==> src/pkg/dmf_diag_flags_map.svh <==
// Purpose: Offsets, bit positions, reset values and counts of the diagnostic flag block.
// Assumes: Byte addresses of the diagnostic memory page, 8-bit data.
// Notes:   Definitions only.
`ifndef DMF_DIAG_FLAGS_MAP_SVH
`define DMF_DIAG_FLAGS_MAP_SVH

// ==================================================================
// Page layout
`define DMF_THR_BASE      8'h00
`define DMF_THR_END       8'h28
`define DMF_THR_BYTES     40
`define DMF_RT_BASE       8'h60
`define DMF_RT_END        8'h6A
`define DMF_STATUS_ADDR   8'h6E
`define DMF_ALARM_UPPER   8'h70
`define DMF_ALARM_LOWER   8'h71
`define DMF_WARN_UPPER    8'h74
`define DMF_WARN_LOWER    8'h75

// ==================================================================
// Status and control byte fields
`define DMF_PIN_OFF_BIT   7
`define DMF_SOFT_OFF_BIT  6
`define DMF_RATE_BIT      4
`define DMF_FAULT_BIT     2
`define DMF_LOS_BIT       1
`define DMF_NREADY_BIT    0

// ==================================================================
// Monitor channels and flag layout
`define DMF_CHANNELS      5
`define DMF_CH_TEMP       0
`define DMF_THR_PER_CH    8
`define DMF_RSVD_BITS     6
`define DMF_RSVD_MASK     8'h3F

// ==================================================================
// Threshold reset values, chosen so that no flag trips before setup
`define DMF_HI_RESET      16'hFFFF
`define DMF_LO_RESET      16'h0000
`define DMF_TEMP_HI_RESET 16'h7FFF
`define DMF_TEMP_LO_RESET 16'h8000

`endif

==> src/pkg/dmf_pkg.sv <==
// Purpose: Types and the reset state of the diagnostic flag block.
// Assumes: Constants come from the map header.
// Notes:   Thresholds are stored MSB first, four per channel.
`include "dmf_diag_flags_map.svh"

package dmf_pkg;

    typedef logic [7:0] dmf_byte_type;
    typedef dmf_byte_type [`DMF_THR_BYTES-1:0] dmf_thr_type;

    // ==================================================================
    // Whole register state of the flag block
    typedef struct packed {
        dmf_thr_type                    thr;
        logic [`DMF_CHANNELS-1:0][15:0] mon;
        logic [15:0]                    alarm;
        logic [15:0]                    warn;
        logic                           softTxOff;
        logic                           txDisable;
        logic                           fullBw;
        logic                           notReady;
        dmf_byte_type                   rdData;
    } dmf_state_type;

    function automatic dmf_thr_type dmf_thr_reset();
        dmf_thr_type t;
        logic [15:0] hi;
        logic [15:0] lo;
        t = '0;
        for (int c = 0; c < `DMF_CHANNELS; c++) begin
            hi = (c == `DMF_CH_TEMP) ? `DMF_TEMP_HI_RESET : `DMF_HI_RESET;
            lo = (c == `DMF_CH_TEMP) ? `DMF_TEMP_LO_RESET : `DMF_LO_RESET;
            for (int k = 0; k < 4; k++) begin
                t[c*8+k*2]   = (k[0] == 1'b0) ? hi[15:8] : lo[15:8];
                t[c*8+k*2+1] = (k[0] == 1'b0) ? hi[7:0]  : lo[7:0];
            end
        end
        return t;
    endfunction : dmf_thr_reset

    localparam dmf_state_type DMF_RESET_STATE = '{
        thr:       dmf_thr_reset(),
        mon:       '0,
        alarm:     16'h0000,
        warn:      16'h0000,
        softTxOff: 1'b0,
        txDisable: 1'b0,
        fullBw:    1'b1,
        notReady:  1'b1,
        rdData:    8'h00
    };

endpackage : dmf_pkg

==> src/rtl/dmf_diag_flags.sv <==
// Purpose: Alarm and warning flags, limits, live values and transmitter disable control.
// Assumes: Byte-wide register port from the management logic, synchronous to clk.
// Notes:   Reads answer one cycle after the request; flags change only on an update.
`include "dmf_diag_flags_map.svh"

// Functional notes
// - Transmitter is off while software off bit or disable pin is high.
// - Rate choice pin never changes bandwidth; receiver stays at full bandwidth.
// - Alarm upper bit 7 set when temperature is above its high alarm limit.
// - Alarm upper bit 6 set when temperature is below its low alarm limit.
// - Alarm upper bits 5 and 4 flag supply voltage above high, below low.
// - Alarm upper bits 3 and 2 flag laser bias above high, below low.
// - Alarm upper bits 1 and 0 flag transmit power above high, below low.
// - Alarm lower bit 7 set when receive power is above its high alarm.
// - Alarm lower bit 6 flags receive power below low alarm; bits 0-5 reserved.
// - Warning upper bits 7 and 6 flag temperature above high, below low.
// - Warning upper bits 5 and 4 flag supply voltage above high, below low.
// - Warning upper bits 3 and 2 flag laser bias above high, below low.
// - Warning upper bits 1 and 0 flag transmit power above high, below low.
// - Warning lower bit 7 flags receive power above high; bits 0-5 reserved.
// - Warning lower bit 6 flags receive power below its low warning limit.
// - Host reads and writes the software off bit; it drives transmitter disable.
// - Temperature compares as signed 16 bit, other quantities as unsigned 16 bit.
module dmf_diag_flags (
    // Clock and reset
    input  wire logic        clk,
    input  wire logic        resetn,
    // Register port
    input  wire logic [7:0]  regAddr,
    input  wire logic        regWrite,
    input  wire logic [7:0]  regWrData,
    input  wire logic        regRead,
    output logic      [7:0]  regRdData,
    // Monitor update
    input  wire logic        monValid,
    input  wire logic [15:0] monTemp,
    input  wire logic [15:0] monVcc,
    input  wire logic [15:0] monBias,
    input  wire logic [15:0] monTxPwr,
    input  wire logic [15:0] monRxPwr,
    // Module pins
    input  wire logic        txDisablePin,
    input  wire logic        rateSelectPin,
    input  wire logic        txFaultIn,
    input  wire logic        losIn,
    output logic             txDisable,
    output logic             rxFullBandwidth
);

    // ==================================================================
    // Reset release
    logic                   syncMetan;
    logic                   syncResetn;

    always_ff @(posedge clk or negedge resetn) begin
        if (!resetn) begin
            syncMetan  <= 1'b0;
            syncResetn <= 1'b0;
        end else begin
            syncMetan  <= 1'b1;
            syncResetn <= syncMetan;
        end
    end

    // ==================================================================
    // State
    dmf_pkg::dmf_state_type st;
    dmf_pkg::dmf_state_type next_st;

    logic [15:0]            monVal [`DMF_CHANNELS];
    logic [15:0]            thrHiA [`DMF_CHANNELS];
    logic [15:0]            thrLoA [`DMF_CHANNELS];
    logic [15:0]            thrHiW [`DMF_CHANNELS];
    logic [15:0]            thrLoW [`DMF_CHANNELS];
    logic [15:0]            alarmNow;
    logic [15:0]            warnNow;
    logic [7:0]             readByte;
    logic [7:0]             rtIdx;

    assign monVal[0] = monTemp;
    assign monVal[1] = monVcc;
    assign monVal[2] = monBias;
    assign monVal[3] = monTxPwr;
    assign monVal[4] = monRxPwr;

    // ==================================================================
    // Limit comparison, one comparator per channel
    for (genvar c = 0; c < `DMF_CHANNELS; c++) begin : gChan
        localparam int B = c * `DMF_THR_PER_CH;

        assign thrHiA[c] = {st.thr[B],   st.thr[B+1]};
        assign thrLoA[c] = {st.thr[B+2], st.thr[B+3]};
        assign thrHiW[c] = {st.thr[B+4], st.thr[B+5]};
        assign thrLoW[c] = {st.thr[B+6], st.thr[B+7]};

        dmf_threshold_cmp uCmp (
            .isSigned     (c == `DMF_CH_TEMP),
            .value        (monVal[c]),
            .hiAlarm      (thrHiA[c]),
            .loAlarm      (thrLoA[c]),
            .hiWarn       (thrHiW[c]),
            .loWarn       (thrLoW[c]),
            .aboveHiAlarm (alarmNow[15-2*c]),
            .belowLoAlarm (alarmNow[14-2*c]),
            .aboveHiWarn  (warnNow[15-2*c]),
            .belowLoWarn  (warnNow[14-2*c])
        );
    end

    // Bit pairs run temperature, supply, bias, transmit, receive from the top.
    assign alarmNow[`DMF_RSVD_BITS-1:0] = 6'h00;
    assign warnNow[`DMF_RSVD_BITS-1:0]  = 6'h00;

    // ==================================================================
    // Read multiplexer
    assign rtIdx = regAddr - `DMF_RT_BASE;

    always_comb begin
        readByte = 8'h00;
        if (regAddr < `DMF_THR_END) begin
            readByte = st.thr[regAddr[5:0]];
        end else if (regAddr >= `DMF_RT_BASE && regAddr < `DMF_RT_END) begin
            readByte = rtIdx[0] ? st.mon[rtIdx[3:1]][7:0] : st.mon[rtIdx[3:1]][15:8];
        end else begin
            unique case (regAddr)
                `DMF_STATUS_ADDR: begin
                    readByte[`DMF_PIN_OFF_BIT]  = txDisablePin;
                    readByte[`DMF_SOFT_OFF_BIT] = st.softTxOff;
                    readByte[`DMF_RATE_BIT]     = rateSelectPin;
                    readByte[`DMF_FAULT_BIT]    = txFaultIn;
                    readByte[`DMF_LOS_BIT]      = losIn;
                    readByte[`DMF_NREADY_BIT]   = st.notReady;
                end
                `DMF_ALARM_UPPER: begin
                    readByte = st.alarm[15:8];
                end
                `DMF_ALARM_LOWER: begin
                    readByte = st.alarm[7:0];
                end
                `DMF_WARN_UPPER: begin
                    readByte = st.warn[15:8];
                end
                `DMF_WARN_LOWER: begin
                    readByte = st.warn[7:0];
                end
                default: begin
                    readByte = 8'h00;
                end
            endcase
        end
    end

    // ==================================================================
    // Next state
    always_comb begin
        next_st = st;
        next_st.rdData = 8'h00;
        // The pin is taken as already synchronous, so one flop suffices here.
        next_st.txDisable = st.softTxOff | txDisablePin;
        // Bandwidth is fixed; the rate pin only shows up in the status byte.
        next_st.fullBw = 1'b1;
        if (regWrite) begin
            if (regAddr < `DMF_THR_END) begin
                next_st.thr[regAddr[5:0]] = regWrData;
            end
            if (regAddr == `DMF_STATUS_ADDR) begin
                next_st.softTxOff = regWrData[`DMF_SOFT_OFF_BIT];
            end
        end
        if (regRead) begin
            next_st.rdData = readByte;
        end
        // Flags are compared against the live values so they match the update.
        if (monValid) begin
            for (int c = 0; c < `DMF_CHANNELS; c++) begin
                next_st.mon[c] = monVal[c];
            end
            next_st.alarm    = alarmNow;
            next_st.warn     = warnNow;
            next_st.notReady = 1'b0;
        end
    end

    always_ff @(posedge clk or negedge syncResetn) begin
        if (!syncResetn) begin
            st <= dmf_pkg::DMF_RESET_STATE;
        end else begin
            st <= next_st;
        end
    end

    // ==================================================================
    // Outputs
    assign regRdData       = st.rdData;
    assign txDisable       = st.txDisable;
    assign rxFullBandwidth = st.fullBw;
endmodule : dmf_diag_flags

==> src/rtl/dmf_threshold_cmp.sv <==
// Purpose: Compares one monitor value against its four stored limits.
// Assumes: Values and limits share one encoding, signed or unsigned.
// Notes:   Purely combinational; the caller registers the results.
module dmf_threshold_cmp (
    // Monitor value and its encoding
    input  wire logic        isSigned,
    input  wire logic [15:0] value,
    // Stored limits
    input  wire logic [15:0] hiAlarm,
    input  wire logic [15:0] loAlarm,
    input  wire logic [15:0] hiWarn,
    input  wire logic [15:0] loWarn,
    // Comparison results
    output logic             aboveHiAlarm,
    output logic             belowLoAlarm,
    output logic             aboveHiWarn,
    output logic             belowLoWarn
);

    // ==================================================================
    // One extra sign bit lets a single signed comparator serve both encodings.
    logic signed [16:0] v;
    logic signed [16:0] ha;
    logic signed [16:0] la;
    logic signed [16:0] hw;
    logic signed [16:0] lw;

    assign v  = {isSigned & value[15], value};
    assign ha = {isSigned & hiAlarm[15], hiAlarm};
    assign la = {isSigned & loAlarm[15], loAlarm};
    assign hw = {isSigned & hiWarn[15], hiWarn};
    assign lw = {isSigned & loWarn[15], loWarn};

    assign aboveHiAlarm = v > ha;
    assign belowLoAlarm = v < la;
    assign aboveHiWarn  = v > hw;
    assign belowLoWarn  = v < lw;

endmodule : dmf_threshold_cmp

==> config.mk <==
export PLATFORM = sky130hd
export DESIGN_NAME = dmf_diag_flags
export DESIGN_NICKNAME = d
export VERILOG_FILES = /design/src/pkg/dmf_pkg.sv /design/src/rtl/dmf_diag_flags.sv /design/src/rtl/dmf_threshold_cmp.sv
export VERILOG_INCLUDE_DIRS = /design/src /design/src/pkg
export SDC_FILE = /design/constraint.sdc
export NUM_CORES = 1
export LEC_CHECK = 0
export BUFFER_PORTS_ARGS = -buffer_cell sky130_fd_sc_hd__buf_2
export CAP_MARGIN = 15
export CORE_MARGIN = 1.5
export CORE_UTILIZATION = 65
export DETAILED_ROUTE_END_ITERATION = 6
export GPL_TIMING_DRIVEN = 0
export PLACE_DENSITY = 0.83
export REMOVE_ABC_BUFFERS = 1
export SETUP_SLACK_MARGIN = 0.2
export SLEW_MARGIN = 20
export SYNTH_ARGS = -nofsm -noshare
export SYNTH_HDL_FRONTEND = slang
export SYNTH_SLANG_ARGS = --single-unit
==> constraint.sdc <==
create_clock -name clk -period 30.8 [get_ports clk]
set_input_delay 3.08 -clock clk [delete_from_list [all_inputs] [get_ports clk]]
set_output_delay 3.08 -clock clk [all_outputs]
set_load 0.02 [all_outputs]
==> results of run 1 <==
## worst reg2reg max path, delay by kind of cell, from the launching register on
family	cells	cell delay [ns]
AO/OA/AOI/OAI	2	0.26
XOR/XNOR	1	0.17
adder cells (fa/ha/maj)	1	0.31
buffers and inverters	1	0.04
flip-flops	1	0.53
AND/OR/NAND/NOR	3	0.95
## final cells by class
cell class | count | area [um2] | area share, %
multi-input cells | 1681 | 14700 | 48.6
flip-flops and latches | 433 | 11000 | 36.6
clock buffers | 67 | 1370 | 4.55
inverters | 328 | 1230 | 4.08
repair buffers | 125 | 916 | 3.04
well taps | 539 | 674 | 2.24
clock inverters | 20 | 264 | 0.875
diodes | 3 | 7.51 | 0.0249
## cells in the final DEF, fill, tap and decap left out, drive strengths merged, types with 6 or more instances in the layout
cell type and n:
and4 8, nor2 77, clkinv 14, o21a 13
a211o 16, a31oi 10, dfrtp 272, nor2b 17
o22ai 16, nand3 29, a21o 28, nand2 257
bufinv 6, inv 327, o311ai 9, o21ai 215
a221oi 13, nor3 20, a21oi 108, a211oi 14
mux4 99, nand4 31, nand2b 15, ha 310
mux2i 13, buf 125, a41oi 6, a22oi 7
and3 8, clkbuf 67, mux2 269, dfstp 161
a2111oi 11
## logic make-up (layout without fill, tap and decap cells)
family	after synthesis	in the layout	share of synthesized area, %
simple gates	485	485	8.43
xor+xnor	1	1	0.0318
buf+inv	449	540	6.62
other cells	1	5	0.0136
fa+ha+maj	310	310	14.1
flops	433	433	40.1
mux	381	381	19.6
compound gates	502	502	11.1
## cells in the mapped netlist (14+ instances only)
master    count
nor3_1       17
a211o_1      16
mux4_2       99
mux2_2      267
dfrtp_1     272
a211oi_1     14
o21ai_0     214
o22ai_1      16
nand4_1      31
nand2_1     257
a21oi_1     108
buf_4        20
a21o_1       28
nand2b_1     15
nor2_1       68
dfstp_2     161
nor2b_1      17
clkbuf_1     61
ha_1        310
nand3_1      29
inv_1       326
buf_2        37
## where the power goes
group          switching [mW]  internal (mW)
logic                   0.135         0.0946
registers              0.0261          0.610
clock network           0.243          0.361
total                   0.404           1.07
## metal layers
layer / up-vias / global-route usage [%] / part of all wire, %
met5: - / 0 / 0.021
met4: 2 / 25.1 / 7.1
met3: 359 / 8.84 / 9.9
met2: 1196 / 61.0 / 45
met1: 10600 / 49.4 / 38
li1: 9247 / - / -
## state kept, by name, indices dropped and copies added, names as in the netlist
register	cells
regRdData	8
st	422
syncMetan	1
syncResetn	1
txDisable	1
## worst min-delay path by stage
stage / slack, ns / to / cells after the start / startpoint
2_1_floorplan: 0.33 / syncResetn$_DFF_PN0_ / 0 / syncMetan$_DFF_PN0_
3_3_place_gp: 0.34 / syncResetn$_DFF_PN0_ / 0 / syncMetan$_DFF_PN0_
3_5_place_dp: 0.34 / syncResetn$_DFF_PN0_ / 0 / syncMetan$_DFF_PN0_
4_1_cts: 0.36 / syncResetn$_DFF_PN0_ / 0 / syncMetan$_DFF_PN0_
5_1_grt: 0.37 / syncResetn$_DFF_PN0_ / 0 / syncMetan$_DFF_PN0_
6_report: 0.35 / syncResetn$_DFF_PN0_ / 0 / syncMetan$_DFF_PN0_
## metrics by stage
step | std cells | area [um2] | util [%] | worst slack (ns) | hold WS [ns]
finish | 3196 | 30200 | 72.1 | 24.86 | 0.352
global route | 3193 | 30200 | 72.1 | 24.81 | 0.374
CTS | 3193 | 30200 | 72.1 | 24.96 | 0.357
detailed placement | 3106 | 28500 | 68.1 | 24.34 | 0.344
global placement | 3094 | 28200 | 67.3 | 13.54 | 0.336
floorplan | 2442 | 26900 | - | 18.12 | 0.331
==> metrics.md, run 1 <==
| Metric | Value |
|---|---|
| Worst Path Arrival | 6.42 ns |
| Violation count after the first detailed-route iteration | 2252 |
| Die area | 43600 um2 |
| Worst-Margin Slew | 1.19 ns |
| Post-layout total power | 1.47 mW |
| Remaining routing DRC violations | 0 |
| Kind of cell adding the most delay to the critical path | simple AND/OR/NAND/NOR gates |
| Portion of synthesized cell area occupied by the leading cell type | 24.7% |
| Combined area of all synthesized cells | 27500 um2 |
| Initial antenna violation count | 4 |
| Final period util | 19.3% |
| Unrepaired setup endpoints after global routing | false |
| Critical path data required time | 31.27 ns |
| Worst path cell trace | buf_8 -> buf_16 -> inv_2 -> or4_1 -> nor2_1 -> mux2_2 |
| Last element of the critical path | st[212]$_DFFE_PN0P_ |
| Accumulated negative setup slack | 0 ns |
| Result of the run | completed |
| Number of levels in the clock H-tree | 2 |
| Critical path buffer and inverter count | 3 |
| Mapped Cells | 2562 |
| FF-to-FF End | st[27]$_DFFE_PN0P_ |
| Hold buffer count at cts | 0 |
| Crit path capture type | flip-flop |
| Worst-case reg-to-reg path depth | 8 |
| Root Buffer | clkbuf_16 |
| Core Rows | 75 |
| Routed via count divided by cell count | 6.69 |
| Top cells by area, synth | dfrtp_1, dfstp_2, ha_1 |
| Average cell area after synthesis | 10.7 um2 |
| Clock Pin Slew Worst Setup and Hold Paths | 0.06 ns |
| Core Footprint | 41900 um2 |
| Register bit count reported by yosys | 433 |
| Final Max Tran Viols | 0 |
| HPWL after DPL | 59800 um |
| Hold/Removal Path Class | reg2reg |
| CP Launch Type | primary input |
| Clock tree buffer depth | 3 |
| Nets | 3031 |
| Max-slew headroom | 20.8% |
| Maximum number of pins on one net before global-route repair | 89 |
| Number of cells upsized or downsized after cts | 0 |
| TritonCTS clock tree | done |
| Synth warnings | 0 |
| Reg-to-reg setup timing slack | 28.38 ns |
| Area growth, synth to finish | 9.66% |
| Worst R2R Start | st[162]$_DFFE_PN1P_ |
| Total CTS buffers | 47 |
| Fraction of final layout cells sized beyond drive strength 1 | 28.4% |
| Die height | 209 um |
| Count of clock tree sinks | 433 |
| Count of final setup violators | 0 |
| Number of maximum-capacitance violations | 0 |
| Fraction of the yosys area taken by sequential cells | 40.1% |
| Area leader, netlist | dfrtp_1 |
| Final critical-path required period | 5.94 ns |
| Critical path depth in cells | 6 |
| DR WL/cell | 26.2 um |
| Routability congestion estimate | 1.01 |
| Overall routed net length | 83800 um |
| Async set-reset flop share out of synthesis | 100% |
| Initial cell density of the core | 65.7% |
| Clock Latency Late Sink | 0.59 ns |
| Achievable Freq | 168 MHz |
| First-pass detailed-route iteration total | 6 |
| Post CTS Setup Buffer Count | 0 |
| Wire length of the first global-routing pass | 129000 um |
| Clock tree skew after final layout | 0.0131 ns |
| Critical Path Start | regAddr[0] |
| Global-route congestion overflow total | 0 |
| Crit Path Max Fanout | 66 |
| VDD IR-drop max | 0.0543 mV |
| Most frequently used flop master after synthesis | dfrtp_1 |
| Antenna Nets Post-Route | 0 |
| Via count | 21400 |
| Input/output buffers | 113 |
| Classification of the worst setup path | in2reg |
| Maximum single-stage delay on the critical path | 0.87 ns |
| Horiz. Die Dim | 209 um |
| Number of primary I/O pins | 115 |
| Number of synthesized flops with an enable pin | 0 |
| Fill cell total of the finished layout | 2857 |
| Via count of the first global-routing pass | 22200 |
| Number of distinct library cell variants in the gate-level netlist after synthesis | 74 |
| Critical path's slowest cell | or4_1 |
| Leakage power figure | 14.0 nW |
| Pwr Density | 48.7 nW/um2 |
| Global-route usage over all layers | 39.1% |
| Final Hold Violating Endpoints | 0 |
Note: power is estimated with default switching activity, not from simulation.
==> run 2, diff against run 1 <==
--- a/config.mk
+++ b/config.mk
@@ -6,13 +6,14 @@
 export SDC_FILE = /design/constraint.sdc
 export NUM_CORES = 1
 export LEC_CHECK = 0
+export ABC_AREA = 1
 export BUFFER_PORTS_ARGS = -buffer_cell sky130_fd_sc_hd__buf_2
 export CAP_MARGIN = 15
 export CORE_MARGIN = 1.5
-export CORE_UTILIZATION = 65
+export CORE_UTILIZATION = 63
 export DETAILED_ROUTE_END_ITERATION = 6
 export GPL_TIMING_DRIVEN = 0
-export PLACE_DENSITY = 0.83
+export PLACE_DENSITY = 0.81
 export REMOVE_ABC_BUFFERS = 1
 export SETUP_SLACK_MARGIN = 0.2
 export SLEW_MARGIN = 20
==> constraint.sdc (replaced) <==
create_clock -name clk -period 5.75 [get_ports clk]
set_input_delay 0.575 -clock clk [delete_from_list [all_inputs] [get_ports clk]]
set_output_delay 0.575 -clock clk [all_outputs]
set_load 0.02 [all_outputs]
==> metrics.md, run 2 <==
| Metric | Value |
|---|---|
| Fraction of the yosys area taken by sequential cells | 39.1% |
| Synth warnings | 0 |
| Area leader, netlist | dfrtp_1 |
| Post-layout total power | 7.73 mW |
| Number of synthesized flops with an enable pin | 0 |
| Wire length of the first global-routing pass | 139000 um |
| Core Rows | 77 |
| TritonCTS clock tree | done |
| Final critical-path required period | 3.64 ns |
| Clock tree buffer depth | 3 |
| Worst-case reg-to-reg path depth | 8 |
| Total CTS buffers | 48 |
| Number of primary I/O pins | 115 |
| Pwr Density | 249 nW/um2 |
| Die area | 46000 um2 |
| Count of final setup violators | 0 |
| HPWL after DPL | 61900 um |
| Hold/Removal Path Class | in2reg |
| Result of the run | finished with violations |
| Endpoint with the worst hold slack | st[60]$_DFFE_PN0P_ |
| Crit Path Max Fanout | 71 |
| Leading post-synthesis cells by instance count | nand2_1, inv_1, o21ai_0 |
| Portion of synthesized cell area occupied by the leading cell type | 24.1% |
| VDD IR-drop max | 0.214 mV |
| Critical path data required time | 6.24 ns |
| Via count of the first global-routing pass | 24800 |
| Fraction of final layout cells sized beyond drive strength 1 | 10.8% |
| Number of flip-flops in the largest register | 422 |
| Classification of the worst setup path | in2reg |
| Startpoint of the lowest-slack hold path | monVcc[0] |
| Initial antenna violation count | 2 |
| Violated checks | design-rule violations |
| Post CTS Setup Buffer Count | 0 |
| Final Max Tran Viols | 0 |
| Area growth, synth to finish | 9.84% |
| Overall routed net length | 89900 um |
| Most common library cell in the layout ignoring fill and taps | nand2_1 |
| Clock Latency Late Sink | 0.61 ns |
| DR WL/cell | 20.1 um |
| Reg-to-reg setup timing slack | 3.67 ns |
| Core Footprint | 44200 um2 |
| Combined area of all synthesized cells | 28200 um2 |
| Global-route usage over all layers | 39.3% |
| Register bit count reported by yosys | 433 |
| Remaining routing DRC violations | 7 |
| Nets | 4258 |
| First-pass detailed-route iteration total | 7 |
| Worst Path Arrival | 4.13 ns |
| Die height | 215 um |
| Most frequently used flop master after synthesis | dfrtp_1 |
| Top cells by area, synth | dfrtp_1, nand2_1, dfstp_2 |
| Crit path capture type | flip-flop |
| Final Hold Violating Endpoints | 0 |
| Initial cell density of the core | 63.8% |
| CP Launch Type | primary input |
| Clock tree skew after final layout | 0.0315 ns |
| Leakage power figure | 14.4 nW |
| Final cell area excluding filler cells | 31000 um2 |
| Average cell area after synthesis | 7.36 um2 |
| Async set-reset flop share out of synthesis | 100% |
| Violation count after the first detailed-route iteration | 3237 |
| Mapped Cells | 3834 |
| Number of maximum-capacitance violations | 0 |
| Routed via count divided by cell count | 5.94 |
| Global-route congestion overflow total | 0 |
| Number of distinct library cell variants in the gate-level netlist after synthesis | 40 |
| Antenna Nets Post-Route | 0 |
| Achievable Freq | 274 MHz |
| Final period util | 63.4% |
| Root Buffer | clkbuf_16 |
| Max-slew headroom | 31.2% |
| FF-to-FF End | st[39]$_DFFE_PN0P_ |
| Input/output buffers | 113 |
| Worst-Margin Slew | 1.03 ns |
| Final cell utilization of the core | 70.1% |
| Number of instances on the worst hold path | 3 |
| Critical Path Start | regAddr[0] |
| Number of inserted diodes | 0 |
| Unrepaired setup endpoints after global routing | false |
| Count of clock tree sinks | 433 |
| Post-placement cell area | 29400 um2 |
| Horiz. Die Dim | 215 um |
| Cell with the most instances after synthesis | nand2_1 |
| Worst R2R Start | st[259]$_DFFE_PN1P_ |
| Maximum number of pins on one net before global-route repair | 81 |
| Via count | 26600 |
| Register bank with the most flops | st |
| Most used cells in the layout excluding fill and tap cells | nand2_1, inv_1, o21ai_0 |
| Routability congestion estimate | 0.982 |
| Clock Pin Slew Worst Setup and Hold Paths | 0.06 ns |
| Number of levels in the clock H-tree | 2 |
==> run 2: changes by cell type after synthesis, moves of 22 or more <==
| cell | delta |
|---|---|
| nand3_1 | +237 |
| inv_1 | +161 |
| mux4_2 | -99 |
| o21ai_0 | +173 |
| mux2_2 | -267 |
| clkbuf_1 | +66 |
| nor2_1 | +33 |
| o21ai_1 | +48 |
| a21o_1 | -22 |
| a21oi_1 | +50 |
| nand2_1 | +1084 |
==> run 2: area by class of cell <==
type,count,area (um2)
multi-input cells,2732,14600
fillers,3650,13200
flip-flops and latches,433,11000
inverters,493,1870
clock buffers,69,1400
repair buffers,135,1140
well taps,592,741
clock inverters,19,188
==> run 2: how the worst max path moves through the flow <==
stage | cells past startpoint | to | slack, ns
floorplan | 0 | regRdData[0]$_DFF_PN0_ | -6.93
global placement | 0 | st[251]$_DFFE_PN0P_ | -12.00
detailed placement | 8 | st[440]$_DFFE_PN0P_ | 1.67
CTS | 8 | st[374]$_DFFE_PN0P_ | 2.29
global route | 8 | st[438]$_DFFE_PN0P_ | 2.06
finish | 7 | st[280]$_DFFE_PN0P_ | 2.11
==> run 2: kinds of logic after synthesis <==
family | after synthesis | synth area share (%)
AND/OR/NAND/NOR | 1783 | 26.3
flip-flops | 433 | 39.1
AO/OA/AOI/OAI | 637 | 11.6
other | 1 | 0.0133
adder cells (fa/ha/maj) | 310 | 13.8
buffers and inverters | 670 | 9.18
==> run 2: metal layers <==
layer	global-route usage [%]	share of wire [%]	vias to the layer above
met1	53.8	40	12400
met5	0	0.030	-
met3	8.47	12	301
met4	19.2	5.2	4
li1	-	-	12400
met2	59.3	43	1507
==> run 2: critical path: stages <==
cell	delay (ns)
buf_6	0.42
buf_16	0.35
clkinv_4	0.53
buf_16	0.42
nor3_4	0.77
nand2_1	0.56
o21ai_0	0.36
==> run 2: report_power, final <==
group	leakage [nW]	internal, mW	switching [mW]	total [mW]
logic	8.33	0.390	0.839	1.23
clock network	0.778	1.83	1.34	3.17
registers	5.25	3.23	0.100	3.33
total	14.4	5.45	2.28	7.73
==> run 2: metrics by stage <==
| step | cells | setup WS (ns) | TNS (ns) | hold WS, ns |
|---|---|---|---|---|
| 3_5_place_dp | 4384 | 1.67 | 0 | 0.322 |
| 3_3_place_gp | 4363 | -12.00 | -5080.09 | 0.334 |
| 4_1_cts | 4473 | 2.29 | 0 | 0.207 |
| 2_1_floorplan | 3658 | -6.93 | -2417.67 | 0.279 |
| 6_report | 4473 | 2.11 | 0 | 0.208 |
| 5_1_grt | 4473 | 2.06 | 0 | 0.228 |
==> run 2: what timing repair did <==
item / CTS / global route
endpoints found under the setup margin: 0 / 0
hold buffers: 1 / 0
resized for setup: 0 / 0
endpoints found under the hold margin: 2 / 0
